`src/pkg/pmpc_map.svh`:
```
// timing constants for the platform control signal block
`ifndef PMPC_MAP_SVH
`define PMPC_MAP_SVH

// core clock rate
`define PMPC_CLK_KHZ 40000
// whole megahertz keeps the cycle products inside 32 bits
`define PMPC_CLK_MHZ (`PMPC_CLK_KHZ / 1000)

// least warning time before a catastrophic hard shutdown, in ns
`define PMPC_WARN_NS 90000
// rounded up to whole cycles
`define PMPC_WARN_CYC ((`PMPC_WARN_NS * `PMPC_CLK_MHZ + 999) / 1000)

// longest allowed latency of the interrupt line, in ns
`define PMPC_IRQ_LAT_NS 1000000
// rounded down to whole cycles; the logic answers in one cycle
`define PMPC_IRQ_LAT_CYC ((`PMPC_IRQ_LAT_NS * `PMPC_CLK_MHZ) / 1000)

// spacing between two steps of a power-down task list, in ns
`define PMPC_STEP_NS 1000
`define PMPC_STEP_CYC ((`PMPC_STEP_NS * `PMPC_CLK_MHZ + 999) / 1000)

// timer load width
`define PMPC_TMR_W 12

// idle levels of the synchronised host inputs
`define PMPC_HOST_IDLE 6'h3d

`endif

```
`src/pkg/pmpc_pkg.sv`:
```
// types for the platform control signal block
package pmpc_pkg;

  typedef enum logic [3:0] {
    PMPC_OFF,
    PMPC_A_UP,
    PMPC_STBY,
    PMPC_MAIN_UP,
    PMPC_ON,
    PMPC_PWRDN,
    PMPC_A_DOWN,
    PMPC_WARN
  } pmpc_state_e;

  // host inputs, bit order fixed for the synchroniser idle value
  typedef struct packed {
    logic shallow_sleep_n;
    logic sleep_state3_n;
    logic deep_sleep_n;
    logic platform_reset_n;
    logic suspend_powerdown_ack;
    logic thermal_trip_n;
  } pmpc_host_in_s;

  // rail enables towards the regulators
  typedef struct packed {
    logic a_rails;
    logic memory_rail;
    logic core_rails;
    logic power_save;
  } pmpc_rail_en_s;

  typedef struct packed {
    logic [11:0] cnt;
    logic        busy;
    logic        done;
  } pmpc_tmr_s;

  typedef struct packed {
    pmpc_state_e   st;
    logic [1:0]    step;
    logic          deep;
    logic          trip_prev;
    logic          btn_prev;
    logic          tmr_start;
    logic [11:0]   tmr_load;
    logic          resume_reset_n;
    logic          memory_rail_good_oe_n;
    logic          core_rails_good_od_oe_n;
    logic          core_rails_good;
    logic          interrupt_line;
    logic          processor_hot_oe_n;
    logic          shutdown_warning_n;
    logic          button_to_host_n;
    pmpc_rail_en_s en;
  } pmpc_ctl_s;

endpackage

```
`src/pmpc_ctl.sv`:
```
// platform control signal sequencer of the power management device
`timescale 1ns/100ps
`default_nettype none
`include "pmpc_map.svh"

module pmpc_ctl
  import pmpc_pkg::*;
(
  // clock, reset, enable
  input  wire logic          clk,
  input  wire logic          sys_rst,
  input  wire logic          clk_en,
  // host system-on-chip inputs, asynchronous
  input  wire pmpc_host_in_s host_in,
  // internal status from regulators and monitors
  input  wire logic          a_rails_good,
  input  wire logic          memory_rail_above90,
  input  wire logic          core_softstart_done,
  input  wire logic          irq_pending,
  input  wire logic [2:0]    temp_alert,
  input  wire logic          fault_shutdown_req,
  input  wire logic          button_input_n,
  // rail enables
  output pmpc_rail_en_s      rail_en,
  // host outputs
  output logic               resume_reset_n,
  output logic               memory_rail_good_oe_n,
  output logic               core_rails_good_od_oe_n,
  output logic               core_rails_good,
  output logic               interrupt_line,
  output logic               processor_hot_oe_n,
  output logic               shutdown_warning_n,
  output logic               button_to_host_n
);

  // the timer ends one cycle after reaching zero, hence the minus one
  localparam logic [11:0] STEP_LOAD = 12'(`PMPC_STEP_CYC - 1);
  localparam logic [11:0] WARN_LOAD = 12'(`PMPC_WARN_CYC - 1);

  pmpc_host_in_s hs;
  logic          tmr_done;
  logic          trip_fall;
  logic          btn_fall;
  logic          rsm_hi;
  logic          deep_now;
  logic          ack_ok;
  logic          fault_ok;
  logic          hot_any;
  logic          sleep3_low;
  logic          wake_req;
  logic          shallow_low;

  pmpc_ctl_s r;
  pmpc_ctl_s next_r;

  // host inputs only reach the sequencer through two flops
  pmpc_sync #(
    .W    (6),
    .IDLE (`PMPC_HOST_IDLE)
  ) u_sync (
    .clk     (clk),
    .sys_rst (sys_rst),
    .clk_en  (clk_en),
    .din     (host_in),
    .dout    (hs)
  );

  // one timer paces both the power-down steps and the warning window
  pmpc_timer u_tmr (
    .clk     (clk),
    .sys_rst (sys_rst),
    .clk_en  (clk_en),
    .start   (r.tmr_start),
    .load    (r.tmr_load),
    .done    (tmr_done)
  );

  assign rsm_hi = r.resume_reset_n;

  // trips while the host is still in reset are sequencing noise
  assign trip_fall = r.trip_prev & ~hs.thermal_trip_n & hs.platform_reset_n;

  assign btn_fall = r.btn_prev & ~button_input_n;

  // sleep3 is only honoured once resume reset is released
  assign sleep3_low = ~hs.sleep_state3_n & rsm_hi;
  assign wake_req   = hs.sleep_state3_n & rsm_hi;

  // deep sleep counts only while sleep3 is asserted
  assign deep_now = ~hs.deep_sleep_n & ~hs.sleep_state3_n;

  // acknowledge honoured only in standby with the deep flag up
  assign ack_ok = hs.suspend_powerdown_ack & r.deep & rsm_hi;

  // nothing left to warn about when already off or warning
  assign fault_ok = fault_shutdown_req & (r.st != PMPC_OFF) & (r.st != PMPC_WARN);

  // outside a fault warning, regulators stay in power-save only as long as the host idles
  assign shallow_low = ~hs.shallow_sleep_n;

  // device, battery and system alerts share one pin
  assign hot_any = |temp_alert;

  always_comb begin
    next_r           = r;
    next_r.tmr_start = 1'b0;
    // trip edge history is kept only while the host is out of reset
    next_r.trip_prev = hs.platform_reset_n ? hs.thermal_trip_n : 1'b1;
    next_r.btn_prev  = button_input_n;

    if (trip_fall) begin
      // no warning window here: the trip demands an immediate stop
      next_r.st                 = PMPC_OFF;
      next_r.en                 = '0;
      next_r.step               = 2'h0;
      next_r.deep               = 1'b0;
      next_r.resume_reset_n     = 1'b0;
      next_r.core_rails_good    = 1'b0;
      next_r.shutdown_warning_n = 1'b1;
    end else if (fault_ok) begin
      next_r.st                 = PMPC_WARN;
      next_r.shutdown_warning_n = 1'b0;
      next_r.tmr_start          = 1'b1;
      next_r.tmr_load           = WARN_LOAD;
    end else begin
      // state machine runs only when neither trip nor fault takes over
      case (r.st)
        PMPC_OFF: begin
          // only a button press leaves off; host inputs are ignored here
          next_r.en             = '0;
          next_r.resume_reset_n = 1'b0;
          if (btn_fall) begin
            next_r.st         = PMPC_A_UP;
            next_r.en.a_rails = 1'b1;
          end
        end

        PMPC_A_UP: begin
          if (a_rails_good) begin
            next_r.st             = PMPC_STBY;
            next_r.resume_reset_n = 1'b1;
            // no deep flag until the host has asked for sleep
            next_r.deep           = 1'b0;
          end
        end

        PMPC_STBY: begin
          // flag rebuilt every cycle from the synchronised levels
          next_r.deep = deep_now;
          if (ack_ok) begin
            next_r.st                 = PMPC_A_DOWN;
            next_r.shutdown_warning_n = 1'b0;
            next_r.en.a_rails         = 1'b0;
            next_r.tmr_start          = 1'b1;
            next_r.tmr_load           = STEP_LOAD;
          end else if (wake_req) begin
            next_r.st             = PMPC_MAIN_UP;
            next_r.en.memory_rail = 1'b1;
            next_r.en.core_rails  = 1'b1;
          end
        end

        PMPC_MAIN_UP: begin
          // a sleep request wins over a late soft-start
          if (sleep3_low) begin
            next_r.st                 = PMPC_PWRDN;
            next_r.step               = 2'h0;
            next_r.shutdown_warning_n = 1'b0;
            next_r.tmr_start          = 1'b1;
            next_r.tmr_load           = STEP_LOAD;
          end else if (core_softstart_done) begin
            next_r.st              = PMPC_ON;
            next_r.core_rails_good = 1'b1;
          end
        end

        PMPC_ON: begin
          // core good stays up through shallow idle
          next_r.en.power_save = shallow_low;
          if (sleep3_low) begin
            next_r.st                 = PMPC_PWRDN;
            next_r.step               = 2'h0;
            next_r.en.power_save      = 1'b0;
            next_r.shutdown_warning_n = 1'b0;
            next_r.tmr_start          = 1'b1;
            next_r.tmr_load           = STEP_LOAD;
          end
        end

        PMPC_PWRDN: begin
          // ordered power-down: core group first, then memory
          if (r.step == 2'h0) begin
            next_r.en.core_rails   = 1'b0;
            next_r.core_rails_good = 1'b0;
            if (tmr_done) begin
              next_r.step      = 2'h1;
              next_r.tmr_start = 1'b1;
              next_r.tmr_load  = STEP_LOAD;
            end
          end else begin
            next_r.en.memory_rail = 1'b0;
            if (tmr_done) begin
              next_r.st                 = PMPC_STBY;
              next_r.step               = 2'h0;
              next_r.deep               = ~hs.deep_sleep_n;
              next_r.shutdown_warning_n = 1'b1;
            end
          end
        end

        PMPC_A_DOWN: begin
          // resume reset drops only once the always-on rails are gone
          if (tmr_done) begin
            next_r.st                 = PMPC_OFF;
            next_r.resume_reset_n     = 1'b0;
            next_r.deep               = 1'b0;
            next_r.shutdown_warning_n = 1'b1;
          end
        end

        PMPC_WARN: begin
          // rails keep running until the warning window has elapsed
          if (tmr_done) begin
            next_r.st                 = PMPC_OFF;
            next_r.en                 = '0;
            next_r.step               = 2'h0;
            next_r.deep               = 1'b0;
            next_r.resume_reset_n     = 1'b0;
            next_r.core_rails_good    = 1'b0;
            next_r.shutdown_warning_n = 1'b1;
          end
        end

        default: begin
          next_r.st = PMPC_OFF;
        end
      endcase
    end

    // memory good follows the rail enable and its threshold
    next_r.memory_rail_good_oe_n = next_r.en.memory_rail & memory_rail_above90;
    next_r.core_rails_good_od_oe_n = next_r.core_rails_good;

    // one-cycle answer, far inside the latency budget
    next_r.interrupt_line = irq_pending & rsm_hi;

    next_r.processor_hot_oe_n = ~(hot_any & rsm_hi & hs.platform_reset_n);

    // button forwarded only once resume reset is released
    next_r.button_to_host_n = rsm_hi ? button_input_n : 1'b1;
  end

  // reset leaves every pin at its idle level
  always_ff @(posedge clk) begin
    if (sys_rst) begin
      r                         <= '0;
      r.st                      <= PMPC_OFF;
      r.trip_prev               <= 1'b1;
      r.btn_prev                <= 1'b1;
      r.processor_hot_oe_n      <= 1'b1;
      r.shutdown_warning_n      <= 1'b1;
      r.button_to_host_n        <= 1'b1;
    end else if (clk_en) begin
      r <= next_r;
    end
  end

  assign rail_en                 = r.en;
  assign resume_reset_n          = r.resume_reset_n;
  assign memory_rail_good_oe_n   = r.memory_rail_good_oe_n;
  assign core_rails_good_od_oe_n = r.core_rails_good_od_oe_n;
  assign core_rails_good         = r.core_rails_good;
  assign interrupt_line          = r.interrupt_line;
  assign processor_hot_oe_n      = r.processor_hot_oe_n;
  assign shutdown_warning_n      = r.shutdown_warning_n;
  assign button_to_host_n        = r.button_to_host_n;

endmodule // pmpc_ctl

`default_nettype wire

```
`src/pmpc_sync.sv`:
```
// two-flop synchroniser for the host inputs
`timescale 1ns/100ps
`default_nettype none

module pmpc_sync
  import pmpc_pkg::*;
#(
  parameter int           W       = 6,
  parameter logic [W-1:0] IDLE    = '0
) (
  // clock and reset
  input  wire logic         clk,
  input  wire logic         sys_rst,
  input  wire logic         clk_en,
  // data
  input  wire logic [W-1:0] din,
  output logic      [W-1:0] dout
);

  typedef struct packed {
    logic [W-1:0] s1;
    logic [W-1:0] s2;
  } sync_s;

  sync_s r;
  sync_s next_r;

  // first stage feeds only the second stage
  always_comb begin
    next_r.s1 = din;
    next_r.s2 = r.s1;
  end

  always_ff @(posedge clk) begin
    if (sys_rst) begin
      r <= '{s1: IDLE, s2: IDLE};
    end else if (clk_en) begin
      r <= next_r;
    end
  end

  assign dout = r.s2;

endmodule // pmpc_sync

`default_nettype wire

```
`src/pmpc_timer.sv`:
```
// one-shot down counter for sequencing delays
`timescale 1ns/100ps
`default_nettype none

module pmpc_timer
  import pmpc_pkg::*;
(
  // clock and reset
  input  wire logic        clk,
  input  wire logic        sys_rst,
  input  wire logic        clk_en,
  // control
  input  wire logic        start,
  input  wire logic [11:0] load,
  output logic             done
);

  pmpc_tmr_s r;
  pmpc_tmr_s next_r;

  always_comb begin
    next_r      = r;
    next_r.done = 1'b0;
    if (start) begin
      // a restart while busy simply reloads
      next_r.cnt  = load;
      next_r.busy = 1'b1;
    end else if (r.busy) begin
      if (r.cnt == 12'h000) begin
        next_r.busy = 1'b0;
        next_r.done = 1'b1;
      end else begin
        next_r.cnt = r.cnt - 12'h001;
      end
    end
  end

  always_ff @(posedge clk) begin
    if (sys_rst) begin
      r <= '0;
    end else if (clk_en) begin
      r <= next_r;
    end
  end

  assign done = r.done;

endmodule // pmpc_timer

`default_nettype wire
```
`config.mk`:
```
export PLATFORM = sky130hd
export DESIGN_NAME = pmpc_ctl
export DESIGN_NICKNAME = d
export VERILOG_FILES = /design/src/pkg/pmpc_pkg.sv /design/src/pmpc_ctl.sv /design/src/pmpc_sync.sv /design/src/pmpc_timer.sv
export VERILOG_INCLUDE_DIRS = /design/src /design/src/pkg
export SDC_FILE = /design/constraint.sdc
export NUM_CORES = 1
export LEC_CHECK = 0
export ABC_AREA = 1
export BUFFER_PORTS_ARGS = -buffer_cell sky130_fd_sc_hd__buf_2
export CAP_MARGIN = 30
export CORE_MARGIN = 4
export CORE_UTILIZATION = 53
export CTS_BUF_LIST = sky130_fd_sc_hd__clkbuf_16
export CTS_CLUSTER_SIZE = 30
export DETAILED_ROUTE_END_ITERATION = 12
export GPL_TIMING_DRIVEN = 0
export PLACE_DENSITY = 0.76
export REMOVE_ABC_BUFFERS = 1
export SYNTH_ARGS = -nofsm -noshare
export SYNTH_HDL_FRONTEND = slang
export SYNTH_HIERARCHICAL = 1
export SYNTH_SLANG_ARGS = --single-unit
```
`constraint.sdc`:
```
create_clock -name clk -period 1.48 [get_ports clk]
set_input_delay 0.444 -clock clk [delete_from_list [all_inputs] [get_ports clk]]
set_output_delay 0.444 -clock clk [all_outputs]
set_load 0.02 [all_outputs]
```
==> summary.txt <==
Global routing
  – GR Layer Usage met3: about 5.1%
  – First-pass GRT wire length: about 14 mm
  – Met2 usage: 40.52%
  – Vias in the first global route: around 3,100
  – Largest net degree at the start of global routing: 31
  – Initial antenna violation count: 0
  – Met1 usage: 32.64%
  – Global route overflow: 0
  – Most Used Layer, Global Route: met2
  – Total GRT Usage: around 25%

Route
  – Post-Route WL: about 9.6 mm
  – Drt via density: about 5.8
  – Initial drt markers: 393
  – Drt pass-1 iters: 6
  – Vias: 3,569
  – Remaining DRCs: 0
  – ANT nets after route: 0
  – Routed length per instance: approximately 16 microns

Hold path
  – Hold Path Stages: 3
  – Hold Path Class: in -> reg

Power and ir drop
  – Worst vdd ir: 0.7596 mV
  – Total Power: 0.006176 W
  – P per Cell Area: between 1500 and 2000 nW/um^2
  – Static leakage: about 2 nW
  – Comb pwr share: approximately half
  – Internal power: around 0.0036 W
  – Switching pwr: 0.002608 W
  – Sequential power share: ~29%
  – Clock share of power: 21.2%
  – Fraction of power spent switching nets: 42.23%

Critical path
  – R2R depth: 10
  – Nature of the critical path endpoint: flip-flop
  – Setup CP Type: reg -> reg
  – Crit path arrival time: between 1.5 and 2 ns
  – Critical Path Source: r[30]$_SDFFE_PP0P_
  – Worst EP required: 1.67 ns
  – Flop-to-flop setup slack: -0.15 ns
  – RR Startpoint: r[30]$_SDFFE_PP0P_
  – Crit-path max FO: 7
  – Reg-to-reg endpoint: r[32]$_SDFFE_PP0P_
  – Worst Setup EP: r[32]$_SDFFE_PP0P_
  – Crit start category: flip-flop

Cells and area
  – P&R area growth vs syn: 33.95%
  – Share of cells above drive strength 1: 29.93%
  – Antenna Cells: 0
  – Non-filler cells, final: 620
  – Nets: approximately 570

Die
  – Die area: between 6000 and 7000 sq um
  – Core Rows: 27
  – Top-Level Pins: 30
  – Initial Utilization: between 50% and 60%
  – Die Y: between 80 and 90 microns
  – Total core area: 5473 sq um
  – Die X: between 80 and 90 microns

Yosys
  – Synth Area in Compound Gates: 11.30%
  – Synth area leaders: dfxtp_1, nand2_1, nor2_1
  – Yosys top cell by area: dfxtp_1
  – Sequential area share after synthesis: roughly 32%
  – Cells after Synth: 483
  – Synthesized area: 2989 sq um
  – Top-count cell post-synth: nand2_1
  – Syn Area/Cell: 6.189 sq um
  – Post-synthesis adder-cell area fraction: ~2.5%
  – Mux share of post-synthesis cell area: 0%
  – Largest family of logic cells by synthesized area: simple AND/OR/NAND/NOR gates
  – Top_reg_cell synth: dfxtp_1
  – Commonest cells post-synth: nand2_1, nor2_1, nand3_1
  – Post-synth EDFFs: 0
  – Asr flop ratio synth: 0%
  – Distinct cell type count after synthesis: 34
  – Synth Area in XOR/XNOR: 0%
  – Synth warn: 6
  – Post-synthesis simple-gate area fraction: a little over two fifths
  – Yosys top cell area share: roughly 32%
  – #FFs+latches synth: 48

Status
  – Outcome: finished with violations
  – Failing checks: setup timing

Clock tree
  – Hold Buf Count CTS: 0
  – Max clock buf depth: 2
  – Htree depth: 2
  – CTS Buf Count: 5
  – Sink Count: 48
  – Worst-Skew Late Latency: between 0.2 and 0.3 ns
  – CTS Root Cell: clkbuf_16
  – Clock-pin slew on the worst setup and hold paths: approximately 0.07 ns
  – CTS tree: built

Flow run
  – Max cap viols: 0

STA
  – Final Hold Viols: 0
  – Slew Limit Headroom: between 60 and 70%
  – Worst slew pin tran: 0.5346 ns
  – Clock skew: a little under 0.006 ns
  – Max-slew violation count: 0
  – Tmin final: ~1.6 ns
  – Fmax: between 0.6 and 0.7 GHz
  – Hold Worst Slack: 0.3585 ns
  – RSZ-0062 raised after global routing: true
  – Final WS setup: -0.1518 ns
  – Period utilization: 110.3%
  – Setup Viol. Count Final: 17

Placement
  – Worst slack at placement: -0.7490 ns
  – Port Buffers: 29
  – DP HPWL: 5.261 mm
  – Dpl cells: 569
  – Placer congestion estimate: approximately 0.94
==> layer usage <==
layer  routed length, microns  vias to the layer above
met5                        0                        -
met4                      519                        0
met3                      964                       79
met2                     4261                      242
met1                     3887                     1578
li1                         -                     1670
==> worst min-delay path by stage <==
stage                                   from  slack (ns)                             to
5_1_grt                           host_in[3]        0.37  u_sync/next_r[3]$_SDFFE_PP1P_
3_5_place_dp   u_sync/next_r[5]$_SDFFE_PP1P_        0.44  u_sync/next_r[5]$_SDFFE_PP1P_
2_1_floorplan             r[26]$_SDFFE_PP1P_        0.43             r[26]$_SDFFE_PP1P_
3_3_place_gp              r[25]$_SDFFE_PP1P_        0.44             r[25]$_SDFFE_PP1P_
6_report                          host_in[3]        0.36  u_sync/next_r[3]$_SDFFE_PP1P_
4_1_cts                           host_in[3]        0.36  u_sync/next_r[3]$_SDFFE_PP1P_
==> cell families after synthesis <==
| logic type | Yosys count |
|---|---|
| other | 1 |
| adder cells (fa/ha/maj) | 6 |
| AND/OR/NAND/NOR | 294 |
| flip-flops | 48 |
| buffers and inverters | 70 |
| AO/OA/AOI/OAI | 64 |
==> state kept, by name (all words and copies together) (netlist names) <==
register,flops
u_tmr/done,1
processor_hot_oe_n,1
u_sync/next_r,6
shutdown_warning_n,1
rail_en,4
core_rails_good,1
u_sync/dout,6
interrupt_line,1
memory_rail_good_oe_n,1
u_tmr/r,13
r,11
resume_reset_n,1
button_to_host_n,1
==> timing repair <==
item,in CTS,in global routing
resized for setup,44,61
gates cloned,2,1
pin swaps,11,26
buffers inserted,24,16
setup endpoints to repair,30,30
==> power by group through the flow <==
stage          Combinational [W]  Sequential (W)  Clock [W]
2_1_floorplan            0.00142         0.00176          0
3_3_place_gp             0.00190         0.00174          0
3_5_place_dp             0.00193         0.00175          0
4_1_cts                  0.00246         0.00174    0.00131
5_1_grt                  0.00331         0.00180    0.00138
6_report                 0.00309         0.00178    0.00131
==> worst max-delay path: stages, from the launching register on <==
cell and delay, ns:
dfxtp_4 0.42, buf_4 0.14, nand2_1 0.09, nor2_2 0.14, nand3_1 0.12, nand2_1 0.16, nor2_1 0.08, nand2_1 0.07
nand2_2 0.10, a21oi_1 0.14, nor2_1 0.06
==> placed cells by master (no fill, tap or decap), drive strengths merged, types with 2 or more instances in the layout <==
| master | Yosys | layout |
|---|---|---|
| clkbuf | 6 | 5 |
| ha | 6 | 6 |
| nor3 | 10 | 10 |
| a31oi | 2 | 2 |
| clkinv | 1 | 4 |
| nand3 | 53 | 55 |
| inv | 51 | 49 |
| or2 | 2 | 2 |
| dfxtp | 48 | 48 |
| nor2 | 86 | 86 |
| o21ai | 26 | 26 |
| nand4 | 5 | 5 |
| buf | 12 | 69 |
| o22ai | 2 | 2 |
| a21oi | 29 | 29 |
| conb | 1 | 4 |
| nand2 | 136 | 137 |
==> cell type report <==
| cell class | instances | area, sq um |
|---|---|---|
| multi-input combinational | 371 | 2018 |
| clock buffer | 5 | 125.1 |
| timing repair buffer | 69 | 510.5 |
| fill | 430 | 1469 |
| tap | 72 | 90.09 |
| sequential | 48 | 989.7 |
| inverter | 52 | 227.7 |
| clock inverter | 3 | 42.54 |
==> stage by stage <==
stage / TNS [ns] / instance area [sq um] / utilization [%]
after floorplan: -3.521 / 2884 / -
after global placement: -15.97 / 3119 / 57.00
after detailed placement: -16.13 / 3119 / 57.00
after CTS: -0.04110 / 3640 / 66.51
after global routing: -2.219 / 4004 / 73.16
final: -1.285 / 4004 / 73.16
Note: power is estimated with default switching activity, not from simulation.
